===== src/can_ext_pkg.sv =====
// Purpose: Shared constants and carriers for the dual CAN controller extensions.
// Assumes: One system clock and synchronous reset.
// Notes: Register offsets are byte addresses on the 8-bit register port.
package can_ext_pkg;
    localparam logic [11:0] FILTER0_MATCH_BYTE3 = 12'hB28;
    localparam logic [11:0] FILTER0_IGNORE_BYTE3 = 12'hB29;
    localparam logic [11:0] FILTER0_MATCH_BYTE2 = 12'hB2A;
    localparam logic [11:0] FILTER0_IGNORE_BYTE2 = 12'hB2B;
    localparam logic [11:0] FILTER0_MATCH_BYTE1 = 12'hB2C;
    localparam logic [11:0] FILTER0_IGNORE_BYTE1 = 12'hB2D;
    localparam logic [11:0] FILTER0_MATCH_BYTE0 = 12'hB2E;
    localparam logic [11:0] FILTER0_IGNORE_BYTE0 = 12'hB2F;
    localparam logic [11:0] RELAY_ENABLE_REG = 12'hB05;
    localparam logic [11:0] COMMAND_REG = 12'hB01;
    localparam logic [11:0] TEST_MODE_REG = 12'hB24;
    localparam logic [11:0] DISPATCH_BYTE0 = 12'hB27;
    localparam logic [11:0] DISPATCH_BYTE1 = 12'hB26;
    localparam logic [11:0] DISPATCH_BYTE2 = 12'hB25;
    localparam logic [11:0] DISPATCH_BYTE3 = 12'hB23;
    localparam logic [11:0] STATUS_REG = 12'hB02;
    localparam logic [11:0] CTRL1_DELTA = 12'h200;
    localparam int CMD_TX_REQUEST_BIT = 0;
    localparam int CMD_RELAY_REQUEST_BIT = 6;
    localparam int TEST_SELF_LOOP_BIT = 0;
    localparam int TEST_DUAL_LOOP_BIT = 1;
    localparam logic [7:0] BYTE_RESET = 8'h00;
    localparam logic [6:0] DISPATCH_BIT_MULT = 7'h64;
    localparam int DISPATCH_WIDTH = 28;
    typedef struct packed {
        logic [28:0] ident;
        logic extended;
        logic [1:0] filter_hit;
    } rx_frame_t;
    typedef struct packed {
        logic start;
        logic from_relay;
    } tx_start_t;
endpackage : can_ext_pkg


===== src/can_ext_channel.sv =====
// Purpose: One controller channel: filter, relay flag, dispatch timer and transmit arbitration.
// Assumes: bit_tick pulses once per nominal bit time of this channel's own baud rate.
// Notes: The protocol engine lies outside; it gets start and relay source and returns done, error and received frames.
`timescale 1ns/1ps
`default_nettype none
module can_ext_channel
(
    input wire logic clock,
    input wire logic rst,
    input wire logic bit_tick,
    input wire logic [31:0] match_code,
    input wire logic [31:0] ignore_code,
    input wire logic relay_enable,
    input wire logic [27:0] dispatch_value,
    input wire logic dispatch_written,
    input wire logic rx_valid,
    input wire logic [28:0] rx_ident,
    input wire logic rx_extended,
    input wire logic local_request,
    input wire logic relay_request,
    input wire logic tx_done,
    input wire logic tx_error,
    output logic accepted,
    output logic relay_flag,
    output logic tx_start,
    output logic tx_from_relay,
    output logic tx_busy
);
    logic [34:0] bit_count;
    logic dispatch_pending;
    logic local_pending;
    logic relay_pending;
    logic hit;
    logic dispatch_active;
    logic [31:0] ident_word;
    logic [34:0] dispatch_limit;
    logic dispatch_due;

    assign ident_word = rx_extended ? {3'h0, rx_ident} : {21'h000000, rx_ident[10:0]};
    assign hit = &(~(ident_word ^ match_code) | ignore_code);
    assign dispatch_active = |dispatch_value;
    assign dispatch_limit = 35'(dispatch_value) * 35'(can_ext_pkg::DISPATCH_BIT_MULT);
    // A write restarts the period, so an expiry on that same edge is dropped.
    assign dispatch_due = bit_tick && !dispatch_written && dispatch_active &&
        (bit_count + 35'h1 >= dispatch_limit);

    always_ff @(posedge clock)
    begin
        if (rst)
        begin
            accepted <= 1'b0;
            relay_flag <= 1'b0;
        end
        else if (rx_valid)
        begin
            accepted <= hit;
            relay_flag <= hit & relay_enable;
        end
    end

    always_ff @(posedge clock)
    begin
        if (rst || dispatch_written || !dispatch_active)
            bit_count <= 35'h0;
        else if (bit_tick)
            bit_count <= (bit_count + 35'h1 >= dispatch_limit) ? 35'h0 : bit_count + 35'h1;
    end

    always_ff @(posedge clock)
    begin
        if (rst)
        begin
            dispatch_pending <= 1'b0;
            local_pending <= 1'b0;
            relay_pending <= 1'b0;
            tx_start <= 1'b0;
            tx_from_relay <= 1'b0;
            tx_busy <= 1'b0;
        end
        else
        begin
            tx_start <= 1'b0;
            if (!dispatch_active)
                dispatch_pending <= 1'b0;
            else if (dispatch_due)
                dispatch_pending <= 1'b1;
            if (local_request)
                local_pending <= 1'b1;
            if (relay_request)
                relay_pending <= 1'b1;
            if (!tx_busy &&
                (relay_pending || local_pending || (dispatch_pending && dispatch_active)))
            begin
                tx_start <= 1'b1;
                tx_busy <= 1'b1;
                tx_from_relay <= relay_pending;
                if (relay_pending)
                    relay_pending <= relay_request;
                else if (local_pending)
                    local_pending <= local_request;
                else
                    dispatch_pending <= dispatch_due;
            end
            else if (tx_busy && (tx_done || tx_error))
                tx_busy <= 1'b0;
        end
    end

    start_single_a: assert property (@(posedge clock) disable iff (rst)
        tx_start |=> !tx_start) else $error("Back to back start.");
    no_dispatch_zero_a: assert property (@(posedge clock) disable iff (rst)
        !dispatch_active |-> ##1 !dispatch_pending) else $error("Dispatch while zero.");
    flag_needs_hit_a: assert property (@(posedge clock) disable iff (rst)
        rx_valid |=> relay_flag == ($past(hit) && $past(relay_enable)) &&
        accepted == $past(hit))
        else $error("Relay flag mismatch.");
    busy_after_start_a: assert property (@(posedge clock) disable iff (rst)
        tx_busy && !tx_done && !tx_error |=> tx_busy) else $error("Busy dropped early.");
    error_release_a: assert property (@(posedge clock) disable iff (rst)
        tx_busy && !tx_start && tx_error |=> !tx_busy) else $error("Busy after error.");
    dispatch_start_c: cover property (@(posedge clock) dispatch_pending ##[1:3] tx_start);
    relay_start_c: cover property (@(posedge clock) tx_start && tx_from_relay);
endmodule : can_ext_channel
`default_nettype wire


===== src/can_dispatch_forward_loopback.sv =====
// Purpose: Dispatch, relay and loop test extensions around two CAN controllers.
// Assumes: An 8-bit register port; each controller gives its own bit tick.
// Notes: Controller 1 registers sit at the same offsets plus CTRL1_DELTA.
// Overview of operation
// - Send buffer every hundred times A bits
// - Interval zero disables dispatch
// - Dispatch bus error: no retry
// - Relay-enabled filter hit sets relay flag
// - Relay request: other controller sends receive buffer
// - Relay works in both directions
// - Each controller keeps its own bit rate
// - Loop tests run internally without transceiver
// - Self loop hears only own transmission
// - Dual loop joins controllers, ignores buses
// - Accept when unmasked identifier bits match
`timescale 1ns/1ps
`default_nettype none
module can_dispatch_forward_loopback
(
    input wire logic clock,
    input wire logic rst,
    input wire logic reg_write,
    input wire logic reg_read,
    input wire logic [11:0] reg_addr,
    input wire logic [7:0] reg_wdata,
    input wire logic [1:0] bit_tick,
    input wire logic [1:0] engine_tx_bit,
    input wire logic [1:0] bus_rx_pin,
    input wire logic [1:0] rx_valid,
    input wire can_ext_pkg::rx_frame_t rx_frame0,
    input wire can_ext_pkg::rx_frame_t rx_frame1,
    input wire logic [1:0] tx_done,
    input wire logic [1:0] tx_error,
    output logic [7:0] reg_rdata,
    output logic [1:0] engine_rx_bit,
    output logic [1:0] bus_tx_pin,
    output logic [1:0] tx_start,
    output logic [1:0] tx_from_relay,
    output logic [1:0] relay_flag
);
    logic [7:0] regs [2][16];
    logic [1:0] cmd_local;
    logic [1:0] cmd_relay;
    logic [1:0] dispatch_written;
    logic [1:0] accepted;
    logic [1:0] busy;
    logic [1:0] start_w;
    logic [1:0] from_relay_w;
    logic [1:0] flag_w;
    logic [1:0] next_rx_bit;
    logic self_loop [2];
    logic dual_loop;
    logic [3:0] slot;
    logic sel;

    function automatic logic [3:0] slot_of(input logic [11:0] off);
        logic [3:0] s;
        s = 4'hF;
        unique case (off)
            can_ext_pkg::FILTER0_MATCH_BYTE3: s = 4'h0;
            can_ext_pkg::FILTER0_IGNORE_BYTE3: s = 4'h1;
            can_ext_pkg::FILTER0_MATCH_BYTE2: s = 4'h2;
            can_ext_pkg::FILTER0_IGNORE_BYTE2: s = 4'h3;
            can_ext_pkg::FILTER0_MATCH_BYTE1: s = 4'h4;
            can_ext_pkg::FILTER0_IGNORE_BYTE1: s = 4'h5;
            can_ext_pkg::FILTER0_MATCH_BYTE0: s = 4'h6;
            can_ext_pkg::FILTER0_IGNORE_BYTE0: s = 4'h7;
            can_ext_pkg::RELAY_ENABLE_REG: s = 4'h8;
            can_ext_pkg::TEST_MODE_REG: s = 4'h9;
            can_ext_pkg::DISPATCH_BYTE0: s = 4'hA;
            can_ext_pkg::DISPATCH_BYTE1: s = 4'hB;
            can_ext_pkg::DISPATCH_BYTE2: s = 4'hC;
            can_ext_pkg::DISPATCH_BYTE3: s = 4'hD;
            can_ext_pkg::STATUS_REG: s = 4'hE;
            default: s = 4'hF;
        endcase
        return s;
    endfunction : slot_of

    assign sel = reg_addr >=
        (can_ext_pkg::FILTER0_MATCH_BYTE3 + can_ext_pkg::CTRL1_DELTA - 12'h30);
    assign slot = slot_of(sel ? reg_addr - can_ext_pkg::CTRL1_DELTA : reg_addr);
    // Dual loop is taken from controller 0's test register only, so both ends agree.
    assign dual_loop = regs[0][9][can_ext_pkg::TEST_DUAL_LOOP_BIT];

    // Storage writes; status and command slots are not stored.
    always_ff @(posedge clock)
    begin
        if (rst)
        begin
            for (int c = 0; c < 2; c++)
                for (int i = 0; i < 16; i++)
                    regs[c][i] <= can_ext_pkg::BYTE_RESET;
        end
        else if (reg_write && slot < 4'hE)
            regs[sel][slot] <= reg_wdata;
    end

    always_ff @(posedge clock)
    begin
        if (rst)
            reg_rdata <= 8'h00;
        else if (reg_read)
            reg_rdata <= (slot == 4'hE) ? {4'h0, busy, accepted[sel], flag_w[sel]} :
                         (slot == 4'hF) ? 8'h00 : regs[sel][slot];
    end

    generate
        for (genvar c = 0; c < 2; c++)
        begin : chan
            logic wr_cmd;
            assign wr_cmd = reg_write && (sel == 1'(c)) && (slot_of(reg_addr -
                (c == 1 ? can_ext_pkg::CTRL1_DELTA : 12'h000)) == 4'hF) &&
                (reg_addr - (c == 1 ? can_ext_pkg::CTRL1_DELTA : 12'h000)
                == can_ext_pkg::COMMAND_REG);
            assign cmd_local[c] = wr_cmd && reg_wdata[can_ext_pkg::CMD_TX_REQUEST_BIT];
            assign cmd_relay[c] = wr_cmd && reg_wdata[can_ext_pkg::CMD_RELAY_REQUEST_BIT];
            assign dispatch_written[c] = reg_write && (sel == 1'(c)) &&
                slot >= 4'hA && slot <= 4'hD;
            assign self_loop[c] = regs[c][9][can_ext_pkg::TEST_SELF_LOOP_BIT];

            // relay request of one side drives the other
            can_ext_channel channel (
                .clock(clock),
                .rst(rst),
                .bit_tick(bit_tick[c]),
                .match_code({regs[c][0], regs[c][2], regs[c][4], regs[c][6]}),
                .ignore_code({regs[c][1], regs[c][3], regs[c][5], regs[c][7]}),
                .relay_enable(regs[c][8][0]),
                .dispatch_value({regs[c][13][3:0], regs[c][12], regs[c][11], regs[c][10]}),
                .dispatch_written(dispatch_written[c]),
                .rx_valid(rx_valid[c]),
                .rx_ident(c == 0 ? rx_frame0.ident : rx_frame1.ident),
                .rx_extended(c == 0 ? rx_frame0.extended : rx_frame1.extended),
                .local_request(cmd_local[c]),
                .relay_request(cmd_relay[1 - c]),
                .tx_done(tx_done[c]),
                .tx_error(tx_error[c]),
                .accepted(accepted[c]),
                .relay_flag(flag_w[c]),
                .tx_start(start_w[c]),
                .tx_from_relay(from_relay_w[c]),
                .tx_busy(busy[c])
            );

            always_comb
            begin
                if (dual_loop)
                    next_rx_bit[c] = engine_tx_bit[0] & engine_tx_bit[1];
                else if (self_loop[c])
                    next_rx_bit[c] = engine_tx_bit[c];
                else
                    next_rx_bit[c] = bus_rx_pin[c];
            end

            always_ff @(posedge clock)
            begin
                if (rst)
                begin
                    engine_rx_bit[c] <= 1'b1;
                    bus_tx_pin[c] <= 1'b1;
                end
                else
                begin
                    engine_rx_bit[c] <= next_rx_bit[c];
                    // Loop tests keep the bus recessive so online testing disturbs nobody.
                    bus_tx_pin[c] <= (dual_loop || self_loop[c]) ? 1'b1 : engine_tx_bit[c];
                end
            end
        end
    endgenerate

    always_ff @(posedge clock)
    begin
        if (rst)
        begin
            tx_start <= 2'b00;
            tx_from_relay <= 2'b00;
            relay_flag <= 2'b00;
        end
        else
        begin
            tx_start <= start_w;
            tx_from_relay <= from_relay_w;
            relay_flag <= flag_w;
        end
    end

    self_loop_isolated_a: assert property (@(posedge clock) disable iff (rst)
        self_loop[0] && !dual_loop |=> engine_rx_bit[0] == $past(engine_tx_bit[0]))
        else $error("Self loop heard bus.");
    dual_loop_joined_a: assert property (@(posedge clock) disable iff (rst)
        dual_loop |=> engine_rx_bit[1] == ($past(engine_tx_bit[0]) & $past(engine_tx_bit[1])))
        else $error("Dual loop path broken.");
    loop_bus_quiet_a: assert property (@(posedge clock) disable iff (rst)
        dual_loop |=> bus_tx_pin == 2'b11) else $error("Bus driven in loop test.");
    self_loop_quiet_a: assert property (@(posedge clock) disable iff (rst)
        self_loop[1] |=> bus_tx_pin[1]) else $error("Bus driven in self loop.");
    relay_cross_a: assert property (@(posedge clock) disable iff (rst)
        cmd_relay[0] && !busy[1] |-> ##[1:3] tx_start[1] && tx_from_relay[1])
        else $error("Relay not started.");
    relay_back_a: assert property (@(posedge clock) disable iff (rst)
        cmd_relay[1] && !busy[0] |-> ##[1:3] tx_start[0] && tx_from_relay[0])
        else $error("Reverse relay not started.");
    dual_loop_c: cover property (@(posedge clock) dual_loop ##1 tx_start[0]);
    self_loop_c: cover property (@(posedge clock) self_loop[1] && tx_start[1]);
endmodule : can_dispatch_forward_loopback
`default_nettype wire


===== config.mk =====
export PLATFORM = sky130hd
export DESIGN_NAME = can_dispatch_forward_loopback
export DESIGN_NICKNAME = d
export VERILOG_FILES = /design/src/can_ext_pkg.sv /design/src/can_ext_channel.sv /design/src/can_dispatch_forward_loopback.sv
export SDC_FILE = /design/constraint.sdc
export NUM_CORES = 1
export LEC_CHECK = 0
export ABC_CLOCK_PERIOD_IN_PS = 8000
export BUFFER_PORTS_ARGS = -buffer_cell sky130_fd_sc_hd__buf_2
export CAP_MARGIN = 5
export CORE_MARGIN = 1.5
export CORE_UTILIZATION = 60
export CTS_CLUSTER_SIZE = 25
export DETAILED_ROUTE_END_ITERATION = 7
export GPL_TIMING_DRIVEN = 0
export HOLD_SLACK_MARGIN = 0.12
export PLACE_DENSITY = 0.78
export SLEW_MARGIN = 20
export SYNTH_ARGS = -nofsm -noshare
export SYNTH_HDL_FRONTEND = slang
export SYNTH_SLANG_ARGS = --single-unit

===== constraint.sdc =====
create_clock -name clock -period 8 [get_ports clock]
set_clock_uncertainty 0.1 [all_clocks]
set_input_delay 0.4 -clock clock [delete_from_list [all_inputs] [get_ports clock]]
set_output_delay 0.4 -clock clock [all_outputs]
set_load 0.005 [all_outputs]

==> results of run 1 <==
==> cell type report <==
type                    instances  area share (%)
multi-input cells            1925            51.2
clock inverters                18            1.05
flip-flops and latches        348            34.2
inverters                     235            3.20
repair buffers                119            2.35
diodes                          2          0.0182
clock buffers                  51            3.94
well taps                     532            2.42
plain buffers                 113            1.65
==> logic make-up (layout without fill, tap and decap cells) <==
group	Yosys count	in the layout	share of synthesized area (%)
AO/OA/AOI/OAI	441	441	11.8
XOR/XNOR	205	205	7.25
adder cells (fa/ha/maj)	320	320	17.6
buffers and inverters	348	536	5.39
flip-flops	348	348	38.0
multiplexers	43	43	1.90
other	1	12	0.0151
AND/OR/NAND/NOR	906	906	18.2
==> critical path: cells and delay by family, from the launching register on <==
kind	cells	cell delay [ns]
AND/OR/NAND/NOR	5	1.09
adder cells (fa/ha/maj)	5	1.74
XOR/XNOR	1	0.23
flip-flops	1	0.50
buffers and inverters	2	0.62
AO/OA/AOI/OAI	11	2.81
==> cells in the final DEF (no fill, tap or decap), types with 38 or more instances in the layout <==
cell       count
buf_2        131
nand4_1       42
o21ai_0       68
clkbuf_16     41
inv_1        234
xor2_1       108
nand3_1      105
clkbuf_1      84
a21oi_1       91
o22ai_1       38
and2_1       138
nand2_1      304
ha_1         274
edfxtp_1     244
dfxtp_1      104
fa_1          46
nor2_1       145
xnor2_1       97
==> metrics by stage <==
step	setup slack (ns)	total power (W)	util (%)	instance area (µm²)	std cells
4_1_cts	0.904	0.00548	67.4	27500	3341
2_1_floorplan	2.38	0.00311	-	24800	2621
5_1_grt	0.447	0.00573	67.4	27500	3341
3_5_place_dp	0.963	0.00352	63.8	26100	3262
3_3_place_gp	1.35	0.00346	63.7	26000	3260
6_report	0.809	0.00552	67.4	27500	3343
==> worst max-delay path by stage <==
stage | startpoint | end | slack (ns) | depth (start not counted)
after detailed placement | regs[0][42] | chan[0].channel.bit_count[15] | 0.96 | 24
after floorplan | regs[1][32] | chan[1].channel.bit_count[22] | 2.38 | 28
after CTS | regs[0][42] | chan[0].channel.bit_count[15] | 0.90 | 24
after global placement | regs[0][42] | chan[0].channel.bit_count[22] | 1.35 | 24
final | regs[0][42] | chan[0].channel.bit_count[15] | 0.81 | 24
after global routing | regs[0][42] | chan[0].channel.bit_count[17] | 0.45 | 24
==> power breakdown <==
group          switching, W  internal, W
Clock              0.000802      0.00118
Combinational      0.000872     0.000587
Sequential        0.0000781      0.00199
==> routing by layer <==
layer	track usage [%]	wire length, µm	vias to the layer above
met5	0	0	-
met4	24.5	6050	0
met3	6.09	6390	298
met2	67.9	40200	1087
met1	47.7	32500	10100
li1	-	-	9518
==> qor.txt, run 1 <==
Outcome: complete, no violations
Footprint of the multi-input gates: 0.0141 mm²
Max Cap Viol: 0
Final setup vio count: 0
DR DRC count: 0
RSZ-0062 raised after global routing: false
Reg with most FFs: regs
Critical Path RT: 8.40 ns
Antenna violations before repair: 0
Leading area contributor after synthesis: edfxtp_1
Register Area: 0.00941 mm²
Total CTS buffers: 39
Site row count: 74
Seq/Total Area, Yosys: 38.0%
Total Wirelength: 85100 µm
DRT iter0 DRCs: 2228
Cell repeated most along the worst path: ha_1
Main synth FF type: edfxtp_1
Fin nets: 3201
Vias per cell: 6.27
GRT overflow: 0
Slew Limit Fails: 0
Synth-to-Final Area Change: 11.1%
Worst Reg-to-Reg Cells: 24
Vias: 21000
P_leak: 11.9 nW
Final Cycle Share: 89.9%
#FFs+latches synth: 348
CP cell instances: inv_1, ha_1, ha_1, fa_1, ha_1, nor2b_1, o31a_1, o31ai_1, o311ai_0, nand2_1, o21bai_1, a21oi_1, xor2_1, ha_1, a21o_1, a21o_1, a21oi_1, nor2_1, a2111oi_0, o21ai_0, nor2_1, clkbuf_1, nand3_1, a21oi_1
Cell depth of the worst hold path: 2
Post-synth top area share: 29.6%
Worst rel slew slack: 24.1%
Hold slack: 0.142 ns
Max reg flops: 244
TritonCTS Sinks: 348
Hpwl dp: 65000 µm
Top flop regs: regs (244), chan.channel.bit_count (70), reg_rdata (8)
Mapped Area: 0.0248 mm²
Clock Path Buffers: 3
Area contributors post-synth: edfxtp_1 30%, ha_1 14%, dfxtp_1 8.4%
Filler instances: 3166
DR WL/cell: 25.5 µm
Share of layout cells above drive strength 1: 7.97%
Chip height: 206 µm
Delay of the slowest critical-path stage: 0.54 ns
Gpl congestion: 0.997
Setup TNS: 0 ns
EDFF count, synth: 244
CTS tree: built
Synth cell count leaders: 304 x nand2_1, 274 x ha_1, 244 x edfxtp_1
Core footprint: 0.0408 mm²
Most frequent cell after synthesis: nand2_1
Synth Instances: 2612
Initial Utilization: 60.7%
Post-CTS sizing: 0
Largest net degree at the start of global routing: 16
Slowest cell on the critical path: o31ai_1
Netlist cell types: 74
Die width: 206 µm
# H-tree levels: 2
Critical path startpoint category: register
Min-delay src: reg_wdata[5]
Worst Setup End Kind: register
Max Clk Rate: 0.139 GHz
Clock Latency Late Sink: 0.59 ns
Yosys warnings: 0
Root buffer cell: clkbuf_16
Reg2Reg Launch Point: regs[0][42]
Hold Violations, Final: 0
First-pass GRT wire length: 124000 µm
# port buffers: 107
Fin crit period: 7.19 ns
Flop2flop setup slack: 0.81 ns
Hold crit path type: in -> reg
DIE AREA: 0.0425 mm²
Worst endpoint data arrival time: 7.59 ns
Hold-fix buffers, CTS: 10
Post-route antenna net violation count: 0
Pwr/cell area: 200 mW/mm²
CTS clk-pin slew, worst paths: 0.06 ns
Number of global-route vias before repair: 20300
All-Layer GR Usage: 40.0%
WS Path Type: reg -> reg
Async SR Flop Fraction: 0%
Critical path peak fanout: 10
Mean area per synthesized cell: 9.49 µm²
Hold EP: regs[0][93]
# IOs: 118
Worst-Margin Slew: 1.14 ns
DRT Pass-1 Iters: 6
Post-CTS Setup Bufs: 0
RR Endpoint: chan[0].channel.bit_count[15]
Peak supply drop: 0.000172 V
Power figures use the tool's default switching activity.
==> run 2, diff against run 1 <==
--- a/config.mk
+++ b/config.mk
@@ -9,12 +9,11 @@
 export BUFFER_PORTS_ARGS = -buffer_cell sky130_fd_sc_hd__buf_2
 export CAP_MARGIN = 5
 export CORE_MARGIN = 1.5
-export CORE_UTILIZATION = 60
+export CORE_UTILIZATION = 28
 export CTS_CLUSTER_SIZE = 25
 export DETAILED_ROUTE_END_ITERATION = 7
 export GPL_TIMING_DRIVEN = 0
 export HOLD_SLACK_MARGIN = 0.12
-export PLACE_DENSITY = 0.78
 export SLEW_MARGIN = 20
 export SYNTH_ARGS = -nofsm -noshare
 export SYNTH_HDL_FRONTEND = slang
==> run 2 against run 1 <==
Against the previous run:
- via count decreased by 2.5%
- cell count is 19% higher
- die area rose by 110%
- clock power rose by 3%
- register-to-register slack hardly changed
- sequential share of layout area shrank 1.1 points
- core utilization is 35 points lower
- critical path depth up 2
- critical endpoint is now chan[1].channel.bit_count[22]
- largest power group unchanged
- highest routed layer is now met5
==> qor.txt, run 2 (synthesis gave the netlist of run 1 again) <==
Final setup vio count: 0 (unchanged)
Fin crit period: 7.19 ns (-0.000332 ns)
Die width: 300 µm (+46%)
Fin nets: 3208 (+0.22%)
Critical Path RT: 8.43 ns (+0.03 ns)
Met1 WL: 36100 µm (+11%)
# H-tree levels: 2 (unchanged)
Setup TNS: 0 ns (unchanged)
CTS tree: built
Max Clk Rate: 0.139 GHz (about the same)
Internal: 0.00376 W (-0.18%)
Vias per cell: 5.14 (-18%)
Pwr/cell area: 195 mW/mm² (-2.9%)
Worst path bufs/invs: 5 (+3)
Total Wirelength: 83100 µm (-2.4%)
Worst Setup End Kind: register
Critical path's top delay family: compound AO/OA/AOI/OAI gates
Comb power frac: 25.7% (-0.7 points)
Largest net degree at the start of global routing: 16 (unchanged)
Finished Cell Area: 0.0284 mm² (+3.2%)
Post-DP Area: 0.0268 mm² (+3.0%)
Post-route antenna net violation count: 0 (unchanged)
Total CTS buffers: 44 (+13%)
TritonCTS Sinks: 348 (unchanged)
Hold Violations, Final: 0 (unchanged)
Net Sw Frac: 32.0% (+0.28 points)
# port buffers: 107 (unchanged)
Critical path peak fanout: 10 (unchanged)
GRT overflow: 0 (unchanged)
Slew Limit Fails: 0 (unchanged)
DR WL/cell: 20.9 µm (-18%)
Most frequent cells in the layout: 304 x nand2_1, 274 x ha_1, 244 x edfxtp_1, 234 x inv_1, 145 x nor2_1
RSZ-0062 raised after global routing: false
Share of layout cells above drive strength 1: 8.36% (+0.39 points)
Final Cycle Share: 89.9% (about the same)
First-pass GRT wire length: 123000 µm (-0.35%)
Reg with most FFs: regs
All-Layer GR Usage: 18.1% (-22 points)
Clock Path Buffers: 3 (unchanged)
Site row count: 108 (+46%)
WS Path Type: reg -> reg
Antenna violations before repair: 7 (+7)
Hpwl dp: 64000 µm (-1.6%)
Pwr Total: 0.00553 W (+0.22%)
Top flop regs: regs (244), chan.channel.bit_count (70), reg_rdata (8)
Final core occ: 32.6% (-35 points)
Hold slack: 0.145 ns (+0.00243 ns)
Gpl congestion: 0.978 (-1.9%)
Commonest non-fill, non-tap cell in the layout: nand2_1
DRT Pass-1 Iters: 6 (unchanged)
Chip height: 300 µm (+46%)
DRT iter0 DRCs: 2041 (-8.4%)
Outcome: complete, no violations
Synth-to-Final Area Change: 14.6%
DIE AREA: 0.0903 mm² (+110%)
CTS clk-pin slew, worst paths: 0.06 ns (about the same)
Peak supply drop: 0.000150 V (-12%)
Number of global-route vias before repair: 19600 (-3.3%)
Slowest cell on the critical path: a2111oi_0
DR DRC count: 0 (unchanged)
Clock power frac: 37.0% (+1.0 points)
Clock Latency Late Sink: 0.60 ns (about the same)
Worst-Margin Slew: 1.16 ns (+0.0201 ns)
Core footprint: 0.0872 mm² (+110%)
Initial Utilization: 28.4% (-32 points)
Worst endpoint data arrival time: 7.62 ns (+0.03 ns)
Post-CTS sizing: 0 (unchanged)
# diodes: 0 (-2)
Hold crit path type: in -> reg
Top Metal Used: met5
# IOs: 118 (unchanged)
Max Cap Viol: 0 (unchanged)
Routed met2 length: 35900 µm (-11%)
Flop2flop setup slack: 0.81 ns (about the same)
Worst rel slew slack: 22.8% (-1.3 points)
P_leak: 11.9 nW (+0.45%)
Root buffer cell: clkbuf_16
Delay of the slowest critical-path stage: 0.72 ns (+0.18 ns)
Flop pwr share: 37.4% (-0.2 points)
Critical path startpoint category: register
Vias: 20400 (-2.5%)
Psw: 0.00177 W (+1.1%)
Met3 WL: 7800 µm (+22%)
Max reg flops: 244 (unchanged)
-- run 2: power by group through the flow --
stage / Sequential, W / Clock, W / Combinational [W]
2_1_floorplan: 0.00207 / 0 / 0.00105
3_3_place_gp: 0.00210 / 0 / 0.00139
3_5_place_dp: 0.00210 / 0 / 0.00141
4_1_cts: 0.00207 / 0.00206 / 0.00142
5_1_grt: 0.00207 / 0.00213 / 0.00162
6_report: 0.00207 / 0.00204 / 0.00142
-- run 2: cell type report --
cell class                      instances  area (µm²)
Tap cell                             1155        1450
Clock inverter                         34         338
Inverter                              235         882
Clock buffer                           47        1120
Buffer                                113         454
Sequential cell                       348        9410
Timing Repair Buffer                  121         666
Multi-Input combinational cell       1925       14100
Fill cell                            9059       58800
-- run 2: metrics by stage --
| step | instances | setup WS (ns) |
|---|---|---|
| floorplan | 2621 | 2.38 |
| global placement | 3883 | 0.843 |
| CTS | 3978 | 0.887 |
| finish | 3978 | 0.809 |
| detailed placement | 3886 | 0.910 |
| global route | 3978 | 0.248 |
-- run 2: what timing repair did --
item                      CTS  global route
hold buffers               11             0
hold endpoints to repair   12             0
setup buffers               0             0
-- run 2: final timing paths --
check	start	end	cells past startpoint
max	regs[1][46]	chan[1].channel.bit_count[22]	26
min	reg_wdata[3]	regs[0][91]	2
max reg2reg	regs[1][46]	chan[1].channel.bit_count[22]	26
min reg2reg	chan[0].channel.tx_start	tx_start[0]	1
-- run 2: per-layer routing --
metal  up-vias  global-route usage, %
met5         -                      0
met4         8                   6.42
met3       180                   3.77
met2       945                   28.0
met1      9763                   24.9
li1       9534                      -
==> run 3, diff against run 2 <==
--- a/config.mk
+++ b/config.mk
@@ -14,6 +14,7 @@
 export DETAILED_ROUTE_END_ITERATION = 7
 export GPL_TIMING_DRIVEN = 0
 export HOLD_SLACK_MARGIN = 0.12
+export REMOVE_ABC_BUFFERS = 1
 export SLEW_MARGIN = 20
 export SYNTH_ARGS = -nofsm -noshare
 export SYNTH_HDL_FRONTEND = slang
==> constraint.sdc (replaced) <==
create_clock -name clock -period 8 [get_ports clock]
set_clock_uncertainty 0.1 [all_clocks]
set_input_delay 0.8 -clock clock [delete_from_list [all_inputs] [get_ports clock]]
set_output_delay 0.8 -clock clock [all_outputs]
set_load 0.005 [all_outputs]
==> run 3 against run 2 <==
Against the previous run:
- largest power group unchanged
- non-clock buffer count fell by 101
- first-iteration DRC count decreased by 20%
- flip-flop and latch count stayed put
- largest cell class unchanged
- maximum frequency up 2.7%
- global-route usage down 2.8 points
- worst setup slack better by 0.19 ns
- design area decreased by 1.1%
==> qor.txt, run 3 (synthesis gave the netlist of run 1 again) <==
Top flop regs: regs (244), chan.channel.bit_count (70), reg_rdata (8)
TritonCTS Sinks: 348 (unchanged)
Worst rel slew slack: 19.6% (-3.2 points)
First-pass GRT wire length: 108000 µm (-13%)
DRT Pass-1 Iters: 5 (-1)
Worst Reg-to-Reg Cells: 25 (-3.8%)
RSZ-0062 raised after global routing: false
Antenna violations before repair: 7 (unchanged)
Final Cycle Share: 87.6% (-2.3 points)
Slew Limit Fails: 0 (unchanged)
Max Clk Rate: 0.143 GHz (+2.7%)
Hold-fix buffers, CTS: 0 (-11)
DR WL/cell: 18.3 µm (-13%)
Gpl congestion: 0.878 (-10%)
Post-CTS Setup Bufs: 0 (unchanged)
Worst-Margin Slew: 1.20 ns (+0.0470 ns)
Die width: 300 µm (unchanged)
Share of layout cells above drive strength 1: 8.98% (+0.62 points)
GRT overflow: 0 (unchanged)
Most frequent cells in the layout: 304 x nand2_1, 274 x ha_1, 244 x edfxtp_1, 234 x inv_1, 144 x nor2_1
Outcome: complete, no violations
Total Wirelength: 70700 µm (-15%)
Dpl ws: 1.03 ns (+0.116 ns)
# port buffers: 113 (+5.6%)
Reg2Reg Launch Point: regs[0][43]
Chip height: 300 µm (unchanged)
Max Cap Viol: 0 (unchanged)
Critical path peak fanout: 15 (+5)
Core footprint: 0.0872 mm² (unchanged)
Hold slack: 0.337 ns (+0.192 ns)
Critical Path RT: 8.38 ns (-0.05 ns)
WS Path Type: reg -> reg
Root buffer cell: clkbuf_16
Critical path's top delay family: compound AO/OA/AOI/OAI gates
All-Layer GR Usage: 15.3% (-2.8 points)
Finished Cell Area: 0.0281 mm² (-1.1%)
Worst Setup End Kind: register
Worst setup path startpoint: regs[0][43]
Clock Path Buffers: 3 (unchanged)
Vias: 19300 (-5.4%)
Pwr/cell area: 193 mW/mm² (-0.93%)
Fin crit period: 7.00 ns (-0.186 ns)
Initial Utilization: 28.4% (unchanged)
Hold Violations, Final: 0 (unchanged)
DIE AREA: 0.0903 mm² (unchanged)
Setup TNS: 0 ns (unchanged)
Hold crit path type: in -> reg
CTS clk-pin slew, worst paths: 0.06 ns (about the same)
Filler instances: 8977 (-0.91%)
Vias per cell: 4.99 (-2.8%)
Site row count: 108 (unchanged)
WP depth: 25 (-3.8%)
Worst endpoint data arrival time: 7.39 ns (-0.23 ns)
Reg with most FFs: regs
Peak supply drop: 0.000134 V (-11%)
# H-tree levels: 2 (unchanged)
Final setup vio count: 0 (unchanged)
Critical path startpoint category: register
# IOs: 118 (unchanged)
Final WS setup: 0.995 ns (+0.186 ns)
Dpl cells: 3796 (-2.3%)
Post-DP Area: 0.0267 mm² (-0.63%)
Largest net degree at the start of global routing: 63 (+47)
Commonest non-fill, non-tap cell in the layout: nand2_1
Layout Cells excl Fill: 3872 (-2.7%)
CTS tree: built
Post-route antenna net violation count: 0 (unchanged)
Hpwl dp: 52700 µm (-18%)
Cell depth of the worst hold path: 2 (unchanged)
Clock Latency Late Sink: 0.60 ns (about the same)
P_leak: 11.8 nW (-1.3%)
Synth-to-Final Area Change: 13.3%
Number of global-route vias before repair: 18700 (-4.6%)
Slowest cell on the critical path: nor3_2
Max reg flops: 244 (unchanged)
DRT iter0 DRCs: 1636 (-20%)
Min-delay src: engine_tx_bit[0]
Worst path bufs/invs: 3 (-2)
Cell repeated most along the worst path: ha_1
Post-CTS sizing: 0 (unchanged)
DR DRC count: 0 (unchanged)
Fin nets: 3105 (-3.2%)
Total CTS buffers: 42 (-4.5%)
Delay of the slowest critical-path stage: 0.56 ns (-0.16 ns)
## run 3: cell types whose count changed in the layout (fill, tap and decap cells not counted), moves of 3 or more
cell and change:
buf_1 -12, buf_2 -18, buf_4 +14, clkbuf_1 -73, clkinv_1 -4, clkinv_2 -6, dlygate4sd3_1 -11, o21ai_1 -3
## run 3: layout make-up
type,instances,area [µm²],area share (%)
multi-input combinational,1925,14200,50.5
sequential,348,9410,33.5
tap,1155,1450,5.15
clock buffer,50,1100,3.92
inverter,235,882,3.14
timing repair buffer,133,763,2.72
clock inverter,25,308,1.10
antenna,1,2.50,0.00891
## run 3: power breakdown
group          switching (W)  internal [W]
sequential         0.0000616       0.00199
combinational       0.000802      0.000578
clock               0.000850       0.00113
## run 3: path summary, 6_finish.rpt
kind	end	slack (ns)
max	chan[0].channel.bit_count[28]	1.0
min	bus_tx_pin[0]	0.34
max reg2reg	chan[0].channel.bit_count[28]	1.0
min reg2reg	tx_start[0]	0.34
## run 3: worst reg2reg max path, stage by stage, from the launching register on
cell       delay, ns
edfxtp_1        0.49
inv_1           0.08
ha_1            0.30
ha_1            0.32
fa_1            0.48
ha_1            0.37
nor2b_1         0.16
o31a_1          0.26
o31ai_1         0.54
o311ai_0        0.29
nand2_1         0.18
o21bai_1        0.07
a21oi_1         0.17
xor2_1          0.17
ha_1            0.26
a21o_1          0.16
a21o_1          0.17
a21oi_1         0.14
nor2_1          0.06
a2111oi_0       0.53
o21ai_2         0.25
buf_6           0.22
nor3_2          0.57
buf_4           0.32
nand3b_1        0.10
a21oi_1         0.16
## run 3: per-stage QoR
stage | utilization, % | total power (W)
after floorplan | - | 0.00310
after global placement | 30.3 | 0.00346
after detailed placement | 30.6 | 0.00347
after CTS | 32.2 | 0.00545
after global routing | 32.2 | 0.00573
final | 32.2 | 0.00542
## run 3: metal layers
layer  global-route usage [%]  vias to the layer above  share of wire [%]
met5                        0                        -              0.051
met1                     20.6                     9167                 44
li1                         -                     9323                  -
met2                     24.0                      676                 44
met3                     3.57                      149                8.0
met4                     5.30                        8                3.5
